$ cat src/pcmux_pkg.sv
package pcmux_pkg;

  localparam int ADDR_W = 8;
  localparam int DATA_W = 32;
  localparam int NPIN = 3;

  // byte addresses of the register words
  localparam logic [7:0] OFS_LEVELS = 8'h00;
  localparam logic [7:0] OFS_LATCH = 8'h04;
  localparam logic [7:0] OFS_DIR = 8'h08;
  localparam logic [7:0] OFS_ANS_LOW = 8'h0C;
  localparam logic [7:0] OFS_ANS_HIGH = 8'h10;
  localparam logic [7:0] OFS_CTRL = 8'h14;
  localparam logic [7:0] OFS_STATUS = 8'h18;

  // reset values
  localparam logic [7:0] LATCH_RST = 8'h00;
  localparam logic [7:0] DIR_RST = 8'hFF;
  localparam logic [7:0] ANS_LOW_RST = 8'hF8;
  localparam logic [7:0] ANS_HIGH_RST = 8'h0F;
  localparam logic [7:0] CTRL_RST = 8'h00;

  // implemented bits of the analog select and control words
  localparam logic [7:0] ANS_LOW_MASK = 8'hF8;
  localparam logic [7:0] ANS_HIGH_MASK = 8'h0F;
  localparam logic [7:0] CTRL_MASK = 8'h01;

  // field positions
  localparam int PIN_BASE_BIT = 5;
  localparam int PIN5_IDX = 0;
  localparam int PIN6_IDX = 1;
  localparam int PIN7_IDX = 2;
  localparam int ANS_PIN6_BIT = 0;
  localparam int ANS_PIN7_BIT = 1;
  localparam int CTRL_SHDN_TRI_BIT = 0;
  localparam int STAT_OE_LSB = 0;
  localparam int STAT_OSC_BIT = 3;
  localparam int STAT_SHDN_BIT = 4;

  localparam logic [1:0] RESP_OKAY = 2'h0;
  localparam logic [1:0] RESP_SLVERR = 2'h2;

  typedef enum logic [2:0] {
    REG_LEVELS = 3'b000,
    REG_LATCH = 3'b001,
    REG_DIR = 3'b010,
    REG_ANS_LOW = 3'b011,
    REG_ANS_HIGH = 3'b100,
    REG_CTRL = 3'b101,
    REG_STATUS = 3'b110,
    REG_NONE = 3'b111
  } pcmux_reg_t;

  // signals from the peripherals that share the pins
  typedef struct packed {
    logic ccp_drive_en;
    logic compare_pwm_signal;
    logic pwm_a_en;
    logic pwm_channel_a;
    logic pwm_shutdown;
    logic timer_osc_en;
    logic sdo_en;
    logic sdo_out;
  } pcmux_periph_in_t;

  // digital inputs handed to the peripherals
  typedef struct packed {
    logic timer0_ext_clock_in;
    logic timer1_3_ext_clock_in;
    logic slave_select_in;
    logic capture_in;
    logic analog_channel_8_en;
    logic analog_channel_9_en;
    logic timer_osc_active;
  } pcmux_periph_out_t;

endpackage : pcmux_pkg

$ cat src/pcmux_sync.sv
module pcmux_sync #(
  parameter int W = 3
) (
  input wire logic clk,
  input wire logic resetn,
  input wire logic [W-1:0] async_in,
  output logic [W-1:0] level_out
);

  logic [W-1:0] stage1_r;
  logic [W-1:0] stage2_r;
  logic [W-1:0] stage3_r;

  always_ff @(posedge clk) begin
    if (!resetn) begin
      stage1_r <= '0;
      stage2_r <= '0;
      stage3_r <= '0;
    end else begin
      stage1_r <= async_in;
      stage2_r <= stage1_r;
      stage3_r <= stage2_r;
    end
  end

  // a bit moves only once the last two stages agree
  genvar i;
  generate
    for (i = 0; i < W; i++) begin : g_bit
      always_ff @(posedge clk) begin
        if (!resetn) begin
          level_out[i] <= 1'b0;
        end else if (stage2_r[i] == stage3_r[i]) begin
          level_out[i] <= stage3_r[i];
        end
      end
    end
  endgenerate

endmodule : pcmux_sync

$ cat src/pcmux_pindrv.sv
module pcmux_pindrv (
  input wire logic clk,
  input wire logic resetn,
  input wire logic kill,
  input wire logic own_en,
  input wire logic own_val,
  input wire logic dir,
  input wire logic latch,
  output logic pin_out,
  output logic pin_oe
);

  // analog select never reaches this driver
  always_ff @(posedge clk) begin
    if (!resetn) begin
      pin_out <= 1'b0;
      pin_oe <= 1'b0;
    end else if (kill) begin
      pin_out <= 1'b0;
      pin_oe <= 1'b0;
    end else if (dir) begin
      pin_out <= latch;
      pin_oe <= 1'b0;
    end else begin
      pin_out <= own_en ? own_val : latch;
      pin_oe <= 1'b1;
    end
  end

endmodule : pcmux_pindrv

$ cat src/pcmux_top.sv
// Behaviour
// - pin 5 output, direction clear: compare/PWM signal replaces latch value when driving
// - pin 5 carries PWM channel A over port data; tri-stated on shutdown if enabled
// - timer oscillator enabled: pins 6 and 7 lose digital input and output
// - pin 7 output, direction clear: serial data output beats the latch value
// - pin 6 input feeds the serial slave-select input
// - pin 5 input clocks timer 0; pin 6 input clocks timers 1 and 3
// - pins 6 and 7 set as inputs serve analog channels 8 and 9
// - analog-select set: digital input off, reads give zero, analog still works
// - analog select leaves digital output alone; output pin still drives
// - analog select changes only the input path of its pin
module pcmux_top (
  input wire logic clk,
  input wire logic resetn,
  input wire logic [7:0] awaddr,
  input wire logic awvalid,
  output logic awready,
  input wire logic [31:0] wdata,
  input wire logic [3:0] wstrb,
  input wire logic wvalid,
  output logic wready,
  output logic [1:0] bresp,
  output logic bvalid,
  input wire logic bready,
  input wire logic [7:0] araddr,
  input wire logic arvalid,
  output logic arready,
  output logic [31:0] rdata,
  output logic [1:0] rresp,
  output logic rvalid,
  input wire logic rready,
  input wire logic [2:0] pin_in,
  output logic [2:0] pin_out,
  output logic [2:0] pin_oe,
  input wire pcmux_pkg::pcmux_periph_in_t periph_in,
  output pcmux_pkg::pcmux_periph_out_t periph_out
);

  function automatic pcmux_pkg::pcmux_reg_t reg_decode(input logic [7:0] addr);
    case (addr)
      pcmux_pkg::OFS_LEVELS: reg_decode = pcmux_pkg::REG_LEVELS;
      pcmux_pkg::OFS_LATCH: reg_decode = pcmux_pkg::REG_LATCH;
      pcmux_pkg::OFS_DIR: reg_decode = pcmux_pkg::REG_DIR;
      pcmux_pkg::OFS_ANS_LOW: reg_decode = pcmux_pkg::REG_ANS_LOW;
      pcmux_pkg::OFS_ANS_HIGH: reg_decode = pcmux_pkg::REG_ANS_HIGH;
      pcmux_pkg::OFS_CTRL: reg_decode = pcmux_pkg::REG_CTRL;
      pcmux_pkg::OFS_STATUS: reg_decode = pcmux_pkg::REG_STATUS;
      default: reg_decode = pcmux_pkg::REG_NONE;
    endcase
  endfunction : reg_decode

  function automatic logic reg_hit(input logic go, input pcmux_pkg::pcmux_reg_t sel,
                                   input pcmux_pkg::pcmux_reg_t want);
    reg_hit = go & (sel == want);
  endfunction : reg_hit

  logic [7:0] latch_r;
  logic [7:0] dir_r;
  logic [7:0] ans_low_r;
  logic [7:0] ans_high_r;
  logic [7:0] ctrl_r;

  logic [7:0] aw_addr_r;
  logic aw_got_r;
  logic [7:0] w_data_r;
  logic w_lane0_r;
  logic w_got_r;

  logic [2:0] pin_lvl;
  logic [2:0] ans_gate;
  logic [2:0] dig_en;
  logic [2:0] pin_dig;
  logic [2:0] kill;
  logic [2:0] own_en;
  logic [2:0] own_val;
  logic [2:0] pin_dir;
  logic [2:0] pin_latch;
  logic shdn_tri;
  logic do_write;
  logic wr_go;
  pcmux_pkg::pcmux_reg_t wr_reg;
  pcmux_pkg::pcmux_reg_t rd_reg;
  logic [7:0] rd_byte;

  pcmux_sync #(
    .W(pcmux_pkg::NPIN)
  ) u_sync (
    .clk(clk),
    .resetn(resetn),
    .async_in(pin_in),
    .level_out(pin_lvl)
  );

  // input gating: pin 5 has no analog function, so no select bit
  assign ans_gate[pcmux_pkg::PIN5_IDX] = 1'b0;
  assign ans_gate[pcmux_pkg::PIN6_IDX] = ans_high_r[pcmux_pkg::ANS_PIN6_BIT];
  assign ans_gate[pcmux_pkg::PIN7_IDX] = ans_high_r[pcmux_pkg::ANS_PIN7_BIT];
  assign dig_en[pcmux_pkg::PIN5_IDX] = ~ans_gate[pcmux_pkg::PIN5_IDX];
  assign dig_en[pcmux_pkg::PIN6_IDX] = ~ans_gate[pcmux_pkg::PIN6_IDX]
                                     & ~periph_in.timer_osc_en;
  assign dig_en[pcmux_pkg::PIN7_IDX] = ~ans_gate[pcmux_pkg::PIN7_IDX]
                                     & ~periph_in.timer_osc_en;
  assign pin_dig = pin_lvl & dig_en;

  assign pin_dir = dir_r[pcmux_pkg::PIN_BASE_BIT +: pcmux_pkg::NPIN];
  assign pin_latch = latch_r[pcmux_pkg::PIN_BASE_BIT +: pcmux_pkg::NPIN];

  // output ownership per pin
  assign shdn_tri = ctrl_r[pcmux_pkg::CTRL_SHDN_TRI_BIT];
  assign kill[pcmux_pkg::PIN5_IDX] = periph_in.pwm_a_en & periph_in.pwm_shutdown
                                   & shdn_tri;
  assign kill[pcmux_pkg::PIN6_IDX] = periph_in.timer_osc_en;
  assign kill[pcmux_pkg::PIN7_IDX] = periph_in.timer_osc_en;

  // enhanced channel A takes precedence over plain compare output
  assign own_en[pcmux_pkg::PIN5_IDX] = periph_in.pwm_a_en | periph_in.ccp_drive_en;
  assign own_val[pcmux_pkg::PIN5_IDX] = periph_in.pwm_a_en ? periph_in.pwm_channel_a
                                      : periph_in.compare_pwm_signal;
  assign own_en[pcmux_pkg::PIN6_IDX] = 1'b0;
  assign own_val[pcmux_pkg::PIN6_IDX] = 1'b0;
  assign own_en[pcmux_pkg::PIN7_IDX] = periph_in.sdo_en;
  assign own_val[pcmux_pkg::PIN7_IDX] = periph_in.sdo_out;

  genvar p;
  generate
    for (p = 0; p < pcmux_pkg::NPIN; p++) begin : g_pin
      pcmux_pindrv u_drv (
        .clk(clk),
        .resetn(resetn),
        .kill(kill[p]),
        .own_en(own_en[p]),
        .own_val(own_val[p]),
        .dir(pin_dir[p]),
        .latch(pin_latch[p]),
        .pin_out(pin_out[p]),
        .pin_oe(pin_oe[p])
      );
    end
  endgenerate

  // pin-fed peripheral inputs need the direction bit set; timer_osc_active follows timer_osc_en alone
  always_ff @(posedge clk) begin
    if (!resetn) begin
      periph_out <= '0;
    end else begin
      periph_out.timer0_ext_clock_in <= pin_dir[pcmux_pkg::PIN5_IDX]
                                      & pin_dig[pcmux_pkg::PIN5_IDX];
      periph_out.capture_in <= pin_dir[pcmux_pkg::PIN5_IDX] & pin_dig[pcmux_pkg::PIN5_IDX];
      periph_out.timer1_3_ext_clock_in <= pin_dir[pcmux_pkg::PIN6_IDX]
                                        & pin_dig[pcmux_pkg::PIN6_IDX];
      periph_out.slave_select_in <= pin_dir[pcmux_pkg::PIN6_IDX]
                                  & pin_dig[pcmux_pkg::PIN6_IDX];
      // analog channels ignore the select bits, only the input gate moves
      periph_out.analog_channel_8_en <= pin_dir[pcmux_pkg::PIN6_IDX]
                                      & ~periph_in.timer_osc_en;
      periph_out.analog_channel_9_en <= pin_dir[pcmux_pkg::PIN7_IDX]
                                      & ~periph_in.timer_osc_en;
      periph_out.timer_osc_active <= periph_in.timer_osc_en;
    end
  end

  // write address and data are caught separately, in either order
  always_ff @(posedge clk) begin
    if (!resetn) begin
      awready <= 1'b0;
      aw_got_r <= 1'b0;
      aw_addr_r <= 8'h00;
    end else begin
      awready <= awvalid & ~awready & ~aw_got_r & ~bvalid;
      if (awvalid & awready) begin
        aw_got_r <= 1'b1;
        aw_addr_r <= awaddr;
      end else if (do_write) begin
        aw_got_r <= 1'b0;
      end
    end
  end

  always_ff @(posedge clk) begin
    if (!resetn) begin
      wready <= 1'b0;
      w_got_r <= 1'b0;
      w_data_r <= 8'h00;
      w_lane0_r <= 1'b0;
    end else begin
      wready <= wvalid & ~wready & ~w_got_r & ~bvalid;
      if (wvalid & wready) begin
        w_got_r <= 1'b1;
        w_data_r <= wdata[7:0];
        w_lane0_r <= wstrb[0];
      end else if (do_write) begin
        w_got_r <= 1'b0;
      end
    end
  end

  assign do_write = aw_got_r & w_got_r & ~bvalid;
  assign wr_reg = reg_decode(aw_addr_r);

  always_ff @(posedge clk) begin
    if (!resetn) begin
      bvalid <= 1'b0;
      bresp <= pcmux_pkg::RESP_OKAY;
    end else if (do_write) begin
      bvalid <= 1'b1;
      bresp <= (wr_reg == pcmux_pkg::REG_NONE) ? pcmux_pkg::RESP_SLVERR
             : pcmux_pkg::RESP_OKAY;
    end else if (bready) begin
      bvalid <= 1'b0;
    end
  end

  // only byte lane 0 carries register bits; other lanes are ignored
  assign wr_go = do_write & w_lane0_r;

  // the pin levels word is port data, so writing it lands in the latch
  always_ff @(posedge clk) begin
    if (!resetn) begin
      latch_r <= pcmux_pkg::LATCH_RST;
    end else if (reg_hit(wr_go, wr_reg, pcmux_pkg::REG_LEVELS)
                 | reg_hit(wr_go, wr_reg, pcmux_pkg::REG_LATCH)) begin
      latch_r <= w_data_r;
    end
  end

  always_ff @(posedge clk) begin
    if (!resetn) begin
      dir_r <= pcmux_pkg::DIR_RST;
    end else if (reg_hit(wr_go, wr_reg, pcmux_pkg::REG_DIR)) begin
      dir_r <= w_data_r;
    end
  end

  // unimplemented select bits stay zero; of the kept bits only ans_high_r bits 0 and 1 gate a pin input
  always_ff @(posedge clk) begin
    if (!resetn) begin
      ans_low_r <= pcmux_pkg::ANS_LOW_RST;
    end else if (reg_hit(wr_go, wr_reg, pcmux_pkg::REG_ANS_LOW)) begin
      ans_low_r <= w_data_r & pcmux_pkg::ANS_LOW_MASK;
    end
  end

  always_ff @(posedge clk) begin
    if (!resetn) begin
      ans_high_r <= pcmux_pkg::ANS_HIGH_RST;
    end else if (reg_hit(wr_go, wr_reg, pcmux_pkg::REG_ANS_HIGH)) begin
      ans_high_r <= w_data_r & pcmux_pkg::ANS_HIGH_MASK;
    end
  end

  always_ff @(posedge clk) begin
    if (!resetn) begin
      ctrl_r <= pcmux_pkg::CTRL_RST;
    end else if (reg_hit(wr_go, wr_reg, pcmux_pkg::REG_CTRL)) begin
      ctrl_r <= w_data_r & pcmux_pkg::CTRL_MASK;
    end
  end

  assign rd_reg = reg_decode(araddr);

  always_comb begin
    rd_byte = 8'h00;
    case (rd_reg)
      // bits below the upper pins belong to other logic and read as zero
      pcmux_pkg::REG_LEVELS: rd_byte = {pin_dig, 5'h00};
      pcmux_pkg::REG_LATCH: rd_byte = latch_r;
      pcmux_pkg::REG_DIR: rd_byte = dir_r;
      pcmux_pkg::REG_ANS_LOW: rd_byte = ans_low_r;
      pcmux_pkg::REG_ANS_HIGH: rd_byte = ans_high_r;
      pcmux_pkg::REG_CTRL: rd_byte = ctrl_r;
      pcmux_pkg::REG_STATUS: begin
        rd_byte[pcmux_pkg::STAT_OE_LSB +: pcmux_pkg::NPIN] = pin_oe;
        rd_byte[pcmux_pkg::STAT_OSC_BIT] = periph_in.timer_osc_en;
        rd_byte[pcmux_pkg::STAT_SHDN_BIT] = periph_in.pwm_shutdown;
      end
      default: rd_byte = 8'h00;
    endcase
  end

  // one read in flight: no new address while data still waits
  always_ff @(posedge clk) begin
    if (!resetn) begin
      arready <= 1'b0;
    end else begin
      arready <= arvalid & ~arready & ~rvalid;
    end
  end

  always_ff @(posedge clk) begin
    if (!resetn) begin
      rvalid <= 1'b0;
      rdata <= 32'h00000000;
      rresp <= pcmux_pkg::RESP_OKAY;
    end else begin
      if (arvalid & arready) begin
        rvalid <= 1'b1;
        rdata <= {24'h000000, rd_byte};
        rresp <= (rd_reg == pcmux_pkg::REG_NONE) ? pcmux_pkg::RESP_SLVERR
               : pcmux_pkg::RESP_OKAY;
      end else if (rready) begin
        rvalid <= 1'b0;
      end
    end
  end

endmodule : pcmux_top

$ cat config.mk
export PLATFORM = sky130hd
export DESIGN_NAME = pcmux_top
export DESIGN_NICKNAME = d
export VERILOG_FILES = /design/src/pcmux_pkg.sv /design/src/pcmux_sync.sv /design/src/pcmux_pindrv.sv /design/src/pcmux_top.sv
export SDC_FILE = /design/constraint.sdc
export NUM_CORES = 1
export LEC_CHECK = 0
export BUFFER_PORTS_ARGS = -buffer_cell sky130_fd_sc_hd__buf_2
export CAP_MARGIN = 25
export CELL_PAD_IN_SITES_DETAIL_PLACEMENT = 1
export CELL_PAD_IN_SITES_GLOBAL_PLACEMENT = 1
export CORE_MARGIN = 5
export CORE_UTILIZATION = 25
export CTS_CLUSTER_SIZE = 10
export DETAILED_ROUTE_END_ITERATION = 8
export GPL_TIMING_DRIVEN = 0
export MAX_ROUTING_LAYER = met4
export PLACE_DENSITY_LB_ADDON = 0.1
export SLEW_MARGIN = 0
export SYNTH_ARGS = -nofsm -noshare
export SYNTH_HDL_FRONTEND = slang
export SYNTH_SLANG_ARGS = --single-unit
$ cat constraint.sdc
create_clock -name clk -period 2.36 [get_ports clk]
set_input_delay 0.236 -clock clk [delete_from_list [all_inputs] [get_ports clk]]
set_output_delay 0.236 -clock clk [all_outputs]
set_load 0.01 [all_outputs]
# Word-level counts from Yosys, hierarchy flattened

Index checks and enable logic that the tools add are counted.
Widths: inputs -> output; s select.

Input port bits: 70
Word-level logic and storage cells: 136
Register bits after elaboration: 85

Reductions and logical operators: 10
Bitwise logic cells: 42
Eq/ne operators: 28
Mux-type cells: 21

Operator list:

| operator           | number |
|---|---|
| $eq 8x5->1 const B | 6 |
| $pmux 3 s7         | 2 |
| $eq 8x4->1 const B | 4 |
| $pmux 5 s6         | 1 |
| $and 1x1->1        | 28 |
| $eq 3x3->1 const B | 7 |
| $eq 8x3->1 const B | 2 |
| $logic_not 8->1    | 2 |
| $mux 1             | 15 |
| $eq 3x2->1 const B | 4 |
| $pmux 3 s4         | 1 |
| $not 1->1          | 11 |
| $reduce_bool 2->1  | 4 |
| $eq 3x1->1 const B | 2 |
| $logic_not 3->1    | 2 |
| $mux 2             | 2 |
| $reduce_or 2->1    | 2 |
| $and 3x3->3        | 1 |
| $eq 1x1->1         | 3 |
| $or 1x1->1         | 2 |

# Depth between registers and ports, before layout

Gate-level depths: netlist (run 1).

Depth in word-level cells: 5
Gate-level depth with buffers: 5
Depth with buffers taken out: 4

# Cells and area by module

A second synthesis (run 1) with hierarchy kept.

Cells, all modules: 371
Area, all modules: 3,559.7 sq um

By module, submodules not included:

| module       | cells each | times used | area each (sq um) |
|---|---|---|---|
| pcmux_top    | 319        | 1          | 2,981.6 |
| pcmux_sync   | 31         | 1          | 367.9 |
| pcmux_pindrv | 7          | 3          | 70.1 |

# Worst setup path before layout (run 1)

OpenSTA, ideal clock, no wires.

Path type: register to register
Start point: register aw_addr_r[1]
End point: register dir_r[5]
Arrival time: 1.763 ns
Required time: 2.231 ns
Clock period less this slack: 1.892 ns
Setup time: 0.129 ns
Stages on the path, launching flop included: 6
Slack: 0.468 ns
Path buffers: 1
Cells stage by stage: dfxtp_1 > or4_4 > buf_6 > nor4_4 > mux2i_1 > nand2_1

Cells in the longest elaborated chain, start to end: 4
Elaborated cells between the ends (all ways): 10

Ends and longest elaborated chain:

| what                                     | line             | RTL |
|---|---|---|
| from (decl)                              | pcmux_top.sv:63  | `logic [7:0] aw_addr_r;` |
| from (signal assigned)                   | pcmux_top.sv:172 | `aw_addr_r <= awaddr;` |
| $eq 8x5->1, or another cell as far along | pcmux_top.sv:40  | `case (addr)` |
| $pmux 3 s7 (*)                           | pcmux_top.sv:40  |  |
| $eq 3x2->1 (*)                           | pcmux_top.sv:54  | `reg_hit = go & (sel == want);` |
| $and 1x1->1 (*)                          | pcmux_top.sv:54  |  |
| to (signal assigned)                     | pcmux_top.sv:228 | `dir_r <= pcmux_pkg::DIR_RST;` |
| to (signal assigned)                     | pcmux_top.sv:230 | `dir_r <= w_data_r;` |
| to (decl)                                | pcmux_top.sv:58  | `logic [7:0] dir_r;` |

Every way passes the cells marked *; elsewhere a longest branch is shown, timed or not.
A chain may end at the register's enable or synchronous reset.

# Worst setup path in the final report (run 1)

Start point: register w_lane0_r
End point: register dir_r[0]

Cells in the longest elaborated chain, start to end: 2

Ends and longest elaborated chain:

| what                   | line             | RTL |
|---|---|---|
| from (decl)            | pcmux_top.sv:66  | `logic w_lane0_r;` |
| from (signal assigned) | pcmux_top.sv:190 | `w_lane0_r <= wstrb[0];` |
| $and 1x1->1            | pcmux_top.sv:214 | `assign wr_go = do_write & w_lane0_r;` |
| $and 1x1->1            | pcmux_top.sv:54  |  |

No other way between the ends.

==> summary.md, run 1 <==
| Metric | Value |
|---|---|
| Outcome | finished clean |
| Worst-path clk slew | 0.06 ns |
| Slew HR | between 40 and 50% |
| Reg-to-Reg End | dir_r[0]$_SDFFE_PN1P_ |
| P_leak | ~1.8 nW |
| Worst hold path class | in -> reg |
| Synth Cell Area | about 3600 um2 |
| Maxcap violations | 0 |
| # nets final | 562 |
| Root buffer cell | clkbuf_16 |
| Min-Delay Endpoint | u_sync.stage1_r[2]$_SDFF_PN0_ |
| Final HPWL DP | just over 8000 um |
| # DRC | 0 |
| Starting Density | around a quarter |
| Synth top area share | between 40% and 50% |
| Worst-case vdd ir drop | around 0.31 mV |
| Unique masters post-synth | 48 |
| TritonCTS clock tree | built |
| Total GRT Usage | 13.2% |
| Post-synth EDFFs | 0 |
| Die H | about 130 um |
| Fill cells | roughly 1600 |
| Peak Freq | ~0.45 GHz |
| Area leader, netlist | dfxtp_1 |
| FF-to-FF Start | w_lane0_r$_SDFFE_PN0P_ |
| Grt met2 use | a little over a fifth |
| RSZ-0062 raised after global routing | no |
| Setup Viol. Count Final | 0 |
| Layout area overhead | 27.8% |
| GPL Wtd Cong | around 0.75 |
| H-Tree Depth | 3 |
| Worst path required time | between 2 and 3 ns |
| Fin. Hold Viols | 0 |
| Final Cell Area | approximately 4600 um2 |
| Routed WL | about 10000 um |
| Clk Latency, worst-skew pair | approximately 0.34 ns |
| Yosys warning total | 0 |
| Depth of the most critical reg-to-reg path | 4 |
| Max stage delay on crit path | 0.78 ns |
| Mapped Cells | about 390 |
| Initial antenna violation count | 0 |
| Cells along the critical path | or4bb_1 -> nor4_4 -> mux2i_1 -> nand2_1 |
| CP max FO | 8 |
| Met3 GRT Util | between 3 and 4% |
| Asr flop ratio synth | 0% |
| Vias in the first global route | 3050 |
| Initial DRC Count | 75 |
| Period utilization | a little over nine tenths |
| CP top delay family | simple AND/OR/NAND/NOR gates |
| DR pass1 iterations | 4 |
| Post-DRT Antenna Nets | 0 |
| Clk sink count | 83 |
| Hold path start | pin_in[2] |
| Die ar. | 16800 um2 |
| DR WL/cell | about 15 um |
| Synth top area cells | dfxtp_1, mux2i_1, buf_4, nand2_1, a21oi_1 |
| Seq/Total Area, Yosys | a little under half |
| TritonCTS Buffers | 9 |
| Setup Crit Path Kind | reg -> reg |
| Arrival @ worst endpoint | between 2 and 2.5 ns |
| Row count | 43 |
| Largest net degree at the start of global routing | 14 |
| # IOs | ~120 |
| Clk_skew | roughly 0.0032 ns |
| Antenna Cells | 0 |
| Hold buffers post-CTS | 0 |
| Gr ovfl total | 0 |
| Busiest layer in global routing | met2 |
| Vias per inst | 4.38 |
| Multi-input logic area | between 1500 and 2000 um2 |
| DR vias | between 2000 and 3000 |
| Syn_area_per_cell | between 9 and 10 um2 |
| Core area | about 14000 um2 |
| Critical path endpoint category | flop |
| Setup TNS | 0 ns |
| R2R Setup Slk | 0.14 ns |
| Sequential standard cell area | about 1700 um2 |
| CTS resizes | 0 |
| Worst Tran Pin Value | between 0.8 and 0.9 ns |
| Power density over the cells | approximately 700 nW/um2 |
| #FFs+latches synth | 83 |
| Dominant synthesized flop cell | dfxtp_1 |
| Critical path's slowest cell | nor4_4 |
| Postcts setup bufs | 0 |
| Die Width | approximately 130 um |
| GR Util met1 | 16.3% |
| Fin. max-slew vios | 0 |
| First-pass GRT wire length | about 16000 um |
| Worst Hold Depth | 2 |
| CTS max path bufs | 2 |
| Layout cells sized above 1 | a little over a quarter |
| IO buf count | 69 |
| CP startpoint kind | flop |
| Post-layout min period | roughly 2.2 ns |
| Critical path buffers and inverters | 0 |
| Placed inst area | approximately 4200 um2 |
## layout make-up
type,instances,area share [%]
sequential,83,36.4
timing repair buffer,69,7.57
clock inverter,5,1.64
inverter,6,0.493
clock buffer,11,5.54
tap,180,4.93
buffer,51,7.15
multi-input combinational,272,36.3
## metal layers
metal  vias to the layer above  part of all wire (%)
li1                       1501                     -
met2                        68                    47
met3                        11                   5.1
met5                         -                     0
met1                      1383                    47
met4                         0                   1.0
## synth_stat cells (2+ instances only)
master	count
a21oi_1	30
a221oi_1	2
a22o_1	3
a22oi_1	2
a31o_2	2
a31oi_1	2
a32o_1	2
and2_1	16
and3_1	4
buf_1	3
buf_4	34
clkbuf_1	13
dfxtp_1	83
inv_1	6
mux2_2	5
mux2i_1	30
nand2_1	56
nand2b_1	5
nand3_1	15
nand3b_1	2
nand4_1	2
nand4b_1	2
nor2_1	22
nor2b_1	3
nor3_1	5
nor3b_1	2
nor4_1	2
nor4_4	4
nor4b_1	4
o21ai_0	5
o21ai_1	3
or4bb_1	2
## where the power goes
group / leakage [nW] / total (mW) / switching (mW) / internal, mW
combinational: 1.01 / 0.247 / 0.140 / 0.107
sequential: 0.674 / 1.45 / 0.0189 / 1.43
clock: 0.165 / 1.53 / 0.554 / 0.978
total: 1.85 / 3.22 / 0.712 / 2.51
## metrics by stage
step	hold slack, ns	setup WS, ns	total power, mW	instances	util (%)
global route	0.102	0.00272	3.37	677	32.8
floorplan	0.358	0.468	1.63	412	-
detailed placement	0.432	0.129	1.73	661	30.4
CTS	0.0865	0.0917	3.28	677	32.8
finish	0.104	0.141	3.22	677	32.8
global placement	0.423	0.137	1.72	661	30.4
## registers in the layout, indices dropped and copies added (netlist names), 3 cells and up
name and flops:
aw_addr_r 8, dir_r 8, latch_r 8, rdata 8, w_data_r 8, ans_low_r 5, periph_out 5, ans_high_r 4
g_pin.u_drv.pin_oe 3, g_pin.u_drv.pin_out 3, u_sync.level_out 3, u_sync.stage1_r 3, u_sync.stage2_r 3, u_sync.stage3_r 3
## worst max path at each step
stage,end,startpoint,slack (ns),cells after the start
3_5_place_dp,latch_r[7]$_SDFFE_PN0P_,w_got_r$_SDFFE_PN0P_,0.13,4
3_3_place_gp,latch_r[7]$_SDFFE_PN0P_,w_got_r$_SDFFE_PN0P_,0.14,4
6_report,dir_r[0]$_SDFFE_PN1P_,w_lane0_r$_SDFFE_PN0P_,0.14,4
2_1_floorplan,dir_r[5]$_SDFFE_PN1P_,aw_addr_r[1]$_SDFFE_PN0P_,0.47,5
4_1_cts,dir_r[0]$_SDFFE_PN1P_,w_got_r$_SDFFE_PN0P_,0.09,4
5_1_grt,latch_r[7]$_SDFFE_PN0P_,aw_addr_r[1]$_SDFFE_PN0P_,0.003,5
## logic make-up after synthesis
family,after synthesis,share of synthesized area (%)
AOI/OAI and AO/OA,58,10.1
and+or+nand+nor,153,23.6
DFF,83,46.5
other,1,0.105
buffers and inverters,57,9.77
muxes,35,9.98
## cell usage in the layout (no fill, tap or decap), types with 3 or more instances in the layout
cell type / synthesis / routed
o21ai_0: 5 / 5
a21oi_1: 30 / 30
buf_2: 0 / 69
nor4_4: 4 / 4
clkinv_2: 0 / 3
inv_1: 6 / 6
nor3_1: 5 / 5
nand3_1: 15 / 15
buf_4: 34 / 34
nor4b_1: 4 / 4
conb_1: 1 / 26
dfxtp_1: 83 / 83
nor2_1: 22 / 22
nor2b_1: 3 / 3
clkbuf_16: 0 / 9
clkbuf_1: 13 / 13
mux2i_1: 30 / 30
mux2_2: 5 / 5
o21ai_1: 3 / 3
buf_1: 3 / 3
and3_1: 4 / 4
a22o_1: 3 / 3
and2_1: 16 / 16
nand2b_1: 5 / 5
nand2_1: 56 / 56
Note: power is estimated with default switching activity, not from simulation.
==> run 2, diff against run 1 <==
Settings changed: PLACE_DENSITY set to 0.54, PLACE_DENSITY_LB_ADDON 0.1 to unset, SYNTH_HIERARCHICAL set to 1.
==> summary.md, run 2 <==
| Metric | Value |
|---|---|
| Arrival @ worst endpoint | ~2.3 ns |
| Period utilization | roughly 90% |
| Synth top area cells | dfxtp_1, mux2i_1, buf_4, nand2_1, a21oi_1 |
| Synth cell count leaders | dfxtp_1, nand2_1, mux2i_1 |
| #FFs+latches synth | between 80 and 90 |
| Power density over the cells | a little over 700 nW/um2 |
| CP startpoint kind | flop |
| Setup TNS | 0 ns |
| Hold WS | 0.118 ns |
| Synth top area share | between 40% and 50% |
| Peak Freq | around 0.47 GHz |
| Asr flop ratio synth | 0% |
| Worst hold path class | in -> reg |
| Final Cell Area | about 4600 um2 |
| Most frequent cells in the layout | dfxtp_1, buf_2, nand2_1 |
| Clk sink count | 83 |
| Area leader, netlist | dfxtp_1 |
| Critical path's slowest cell | nor4_4 |
| Maxcap violations | 0 |
| Die ar. | 16700 um2 |
| Fin. Hold Viols | 0 |
| Setup Crit Path Kind | reg -> reg |
| Unique masters post-synth | 48 |
| Clk_skew | 0.00703 ns |
| GPL Wtd Cong | around 0.75 |
| Most common cell in the netlist | dfxtp_1 |
| Die Width | between 100 and 150 um |
| Final HPWL DP | about 7500 um |
| Critical path endpoint category | flop |
| Fin. max-slew vios | 0 |
| Dominant synthesized flop cell | dfxtp_1 |
| R2R Setup Slk | ~0.23 ns |
| Yosys warning total | 6 |
| Gr ovfl total | 0 |
| CTS max path bufs | 2 |
| Post-synth EDFFs | 0 |
| Placed inst area | ~4200 um2 |
| Max stage delay on crit path | around 0.76 ns |
| TritonCTS Buffers | 9 |
| DR WL/cell | 15.2 um |
| Post-DRT Antenna Nets | 0 |
| CP max FO | 8 |
| P_leak | roughly 1.8 nW |
| Worst-case vdd ir drop | approximately 0.32 mV |
| Layout area overhead | 28.3% |
| Mapped Cells | 371 |
| Fill cells | around 1600 |
| Routed WL | a little over 10000 um |
| Core area | approximately 14000 um2 |
| H-Tree Depth | 3 |
| Slew HR | roughly 44% |
| Row count | 43 |
| Outcome | finished clean |
| DR pass1 iterations | 4 |
| RSZ-0062 raised after global routing | no |
| First-pass GRT wire length | 15900 um |
| Antenna Cells | 0 |
| Total GRT Usage | around an eighth |
| Vias in the first global route | 3029 |
| Critical path buffers and inverters | 0 |
| Critical path depth | 4 |
| Largest net degree at the start of global routing | 14 |
| Root buffer cell | clkbuf_16 |
| DR vias | about 2900 |
| # IOs | between 100 and 150 |
| Commonest non-fill, non-tap cell in the layout | dfxtp_1 |
| Vias per inst | around 4.4 |
| Synth Cell Area | ~3600 um2 |
| Seq/Total Area, Yosys | a little under half |
| Worst-path clk slew | ~0.06 ns |
| Syn_area_per_cell | ~9.6 um2 |
| Post-layout min period | between 2 and 2.5 ns |
| TritonCTS clock tree | built |
| Layout cells sized above 1 | around 28% |
| Postcts setup bufs | 0 |
| Worst path required time | ~2.6 ns |
| # DRC | 0 |
| Depth of the most critical reg-to-reg path | 4 |
| CTS resizes | 0 |
| CP top delay family | simple AND/OR/NAND/NOR gates |
| # nets final | ~550 |
| Hold buffers post-CTS | 0 |
| Sequential standard cell area | 1660 um2 |
| Setup Viol. Count Final | 0 |
| Die H | around 130 um |
| Multi-input logic area | ~1700 um2 |
| Clk Latency, worst-skew pair | approximately 0.34 ns |
| Cells along the critical path | or3b_2 -> nor4_4 -> mux2i_1 -> nor2_1 |
| Worst Hold Depth | 2 |
| Initial DRC Count | roughly 130 |
| Starting Density | between 20% and 30% |
| Initial antenna violation count | 0 |
| Fin util | ~33% |
| Worst Tran Pin Value | 0.838 ns |
| IO buf count | slightly below 70 |
-- run 2: cell types whose count changed after synthesis, moves of 3 or more --
cell / delta
buf_4: -6
a21oi_1: -7
inv_1: -3
o21ai_1: -3
and2_2: +6
nor2b_1: +5
nor3_1: -3
nor4bb_1: +3
and2_1: -8
o31ai_1: +3
nand3_1: -6
a22o_1: -3
-- run 2: path summary, 6_finish.rpt --
path                                 start                             to
min                              pin_in[1]  u_sync/stage1_r[1]$_SDFF_PN0_
min reg2reg  u_sync/stage1_r[0]$_SDFF_PN0_  u_sync/stage2_r[0]$_SDFF_PN0_
max reg2reg         w_lane0_r$_SDFFE_PN0P_        latch_r[0]$_SDFFE_PN0P_
max                 w_lane0_r$_SDFFE_PN0P_        latch_r[0]$_SDFFE_PN0P_
-- run 2: stage by stage --
| stage | setup WS, ns | total power, mW | instances |
|---|---|---|---|
| after CTS | 0.0205 | 3.26 | 662 |
| after floorplan | 0.426 | 1.64 | 398 |
| after global placement | 0.118 | 1.73 | 646 |
| final | 0.228 | 3.22 | 663 |
| after global routing | 0.0504 | 3.34 | 663 |
| after detailed placement | 0.0603 | 1.73 | 646 |
-- run 2: metal layers --
| layer | wire (um) | GRT usage [%] | vias to the layer above |
|---|---|---|---|
| met5 | 0 | - | - |
| li1 | - | - | 1442 |
| met2 | 4480 | 19.5 | 72 |
| met1 | 4990 | 16.7 | 1382 |
| met4 | 95 | 3.52 | 0 |
| met3 | 502 | 2.60 | 6 |
-- run 2: final cells by class --
| cell class | instances | area share (%) |
|---|---|---|
| multi-input cells | 265 | 37.0 |
| flip-flops and latches | 83 | 36.4 |
| repair buffers | 69 | 7.89 |
| plain buffers | 46 | 6.41 |
| clock buffers | 12 | 5.40 |
| well taps | 180 | 4.93 |
| clock inverters | 4 | 1.62 |
| inverters | 4 | 0.329 |
-- run 2: cells by family (layout without fill, tap and decap cells) --
kind of cell           Yosys count  after routing  synth area share (%)
AO/OA/AOI/OAI                   49             49                  8.82
buffers and inverters           50            135                  8.65
flip-flops                      83             83                  46.7
multiplexers                    39             39                  11.8
other                            1             28                 0.105
AND/OR/NAND/NOR                149            149                  23.9
-- run 2: report_power, final --
group,internal (mW),switching [mW]
Sequential,1.43,0.0189
Combinational,0.111,0.143
Clock,0.957,0.559
Total,2.49,0.721
==> run 3, diff against run 2 <==
Settings changed: RECOVER_POWER set to 50.
==> summary.md, run 3 (same netlist as run 2, synthesis figures left out) <==
| Metric | Value |
|---|---|
| Outcome | finished clean |
| CTS max path bufs | 2 |
| Hold WS | approximately 0.12 ns |
| CP Launch Point | w_lane0_r$_SDFFE_PN0P_ |
| DR WL/cell | 15.2 um |
| Layout area overhead | 27.0% |
| Worst hold path class | in -> reg |
| Final Cell Area | between 4000 and 5000 um2 |
| Maxcap violations | 0 |
| Commonest non-fill, non-tap cell in the layout | dfxtp_1 |
| Power Total | roughly 3.2 mW |
| GPL Wtd Cong | around 0.75 |
| RSZ-0062 raised after global routing | no |
| Vias per inst | between 4 and 5 |
| Final HPWL DP | 7530 um |
| Max stage delay on crit path | about 0.76 ns |
| IO buf count | 68 |
| Initial antenna violation count | 0 |
| Peak Freq | between 0.4 and 0.5 GHz |
| Pre-CTS WS | 0.0603 ns |
| Clk sink count | slightly above 80 |
| Core area | between 10000 and 15000 um2 |
| Routed WL | roughly 10000 um |
| Hold buffers post-CTS | 0 |
| Die H | around 130 um |
| CP top delay family | simple AND/OR/NAND/NOR gates |
| Clk_skew | 0.00708 ns |
| R2R Setup Slk | between 0.2 and 0.25 ns |
| DR pass1 iterations | 4 |
| Die Width | 129 um |
| TritonCTS clock tree | built |
| # IOs | between 100 and 150 |
| Vias in the first global route | between 3000 and 4000 |
| Placed inst area | about 4200 um2 |
| Arrival @ worst endpoint | roughly 2.3 ns |
| Fill cells | roughly 1600 |
| Worst path required time | 2.56 ns |
| Slew HR | a little over two fifths |
| Critical path endpoint category | flop |
| Layout cells sized above 1 | between 20% and 30% |
| Clk Latency, worst-skew pair | ~0.34 ns |
| Critical path's slowest cell | nor4_4 |
| Cells along the critical path | or3b_2 -> nor4_4 -> mux2i_1 -> nor2_1 |
| Post-DRT Antenna Nets | 0 |
| Setup Viol. Count Final | 0 |
| Fin. Hold Viols | 0 |
| Hold path start | pin_in[1] |
| Root buffer cell | clkbuf_16 |
| Gr ovfl total | 0 |
| Total GRT Usage | approximately an eighth |
| Setup TNS | 0 ns |
| # nets final | 548 |
| DR vias | 2904 |
| Period utilization | between 90% and 100% |
| Starting Density | about a quarter |
| Setup Crit Path Kind | reg -> reg |
| DP Cell Count | about 650 |
| CTS resizes | 0 |
| Post-layout min period | roughly 2.1 ns |
| Setup ws final | between 0.2 and 0.25 ns |
| P_leak | roughly 1.7 nW |
| Initial DRC Count | between 100 and 150 |
| Worst-path clk slew | 0.06 ns |
| First-pass GRT wire length | 15900 um |
| # DRC | 0 |
| Antenna Cells | 0 |
| Worst Tran Pin Value | between 0.8 and 0.9 ns |
| Most frequent cells in the layout | dfxtp_1, nand2_1, clkbuf_1 |
| H-Tree Depth | 3 |
| Non-Filler Instances | 663 |
| Fin util | between 30% and 40% |
| Power density over the cells | a little over 700 nW/um2 |
| Worst-case vdd ir drop | 0.318 mV |
| Row count | 43 |
| Fin. max-slew vios | 0 |
| Largest net degree at the start of global routing | 14 |
| FF-to-FF Start | w_lane0_r$_SDFFE_PN0P_ |
| CP max FO | 8 |
| CP startpoint kind | flop |
| Die ar. | 16700 um2 |
| Critical path buffers and inverters | 0 |
| TritonCTS Buffers | 9 |
| Postcts setup bufs | 0 |
[run 3: changes by cell type in the layout (fill, tap and decap cells not counted), sizes merged]
cell	previous run	this run
clkbuf	26	57
buf	101	70
[run 3: routing by layer]
layer	vias up	routed length, um	global-route usage [%]
met2	71	4480	19.5
met3	6	502	2.60
met5	-	0	-
met1	1386	5010	16.7
li1	1441	-	-
met4	0	95	3.52
[run 3: where the power goes]
group          leakage (nW)  internal [mW]  total, mW  switching, mW
combinational         0.885          0.106      0.249          0.143
clock                 0.157          0.957       1.52          0.558
sequential            0.674           1.43       1.45         0.0192
total                  1.72           2.49       3.21          0.721
[run 3: final cells by class]
type	instances	area, um2	area share [%]
Inverter	4	15.0	0.332
Buffer	46	285	6.31
Clock inverter	4	73.8	1.63
Multi-Input combinational cell	265	1690	37.3
Sequential cell	83	1660	36.8
Tap cell	180	225	4.98
Timing Repair Buffer	69	324	7.17
Clock buffer	12	246	5.45
[run 3: path summary, 6_finish.rpt]
path                                   end  depth (start not counted)
max                latch_r[0]$_SDFFE_PN0P_                          4
min          u_sync/stage1_r[1]$_SDFF_PN0_                          2
max reg2reg        latch_r[0]$_SDFFE_PN0P_                          4
min reg2reg  u_sync/stage2_r[0]$_SDFF_PN0_                          1
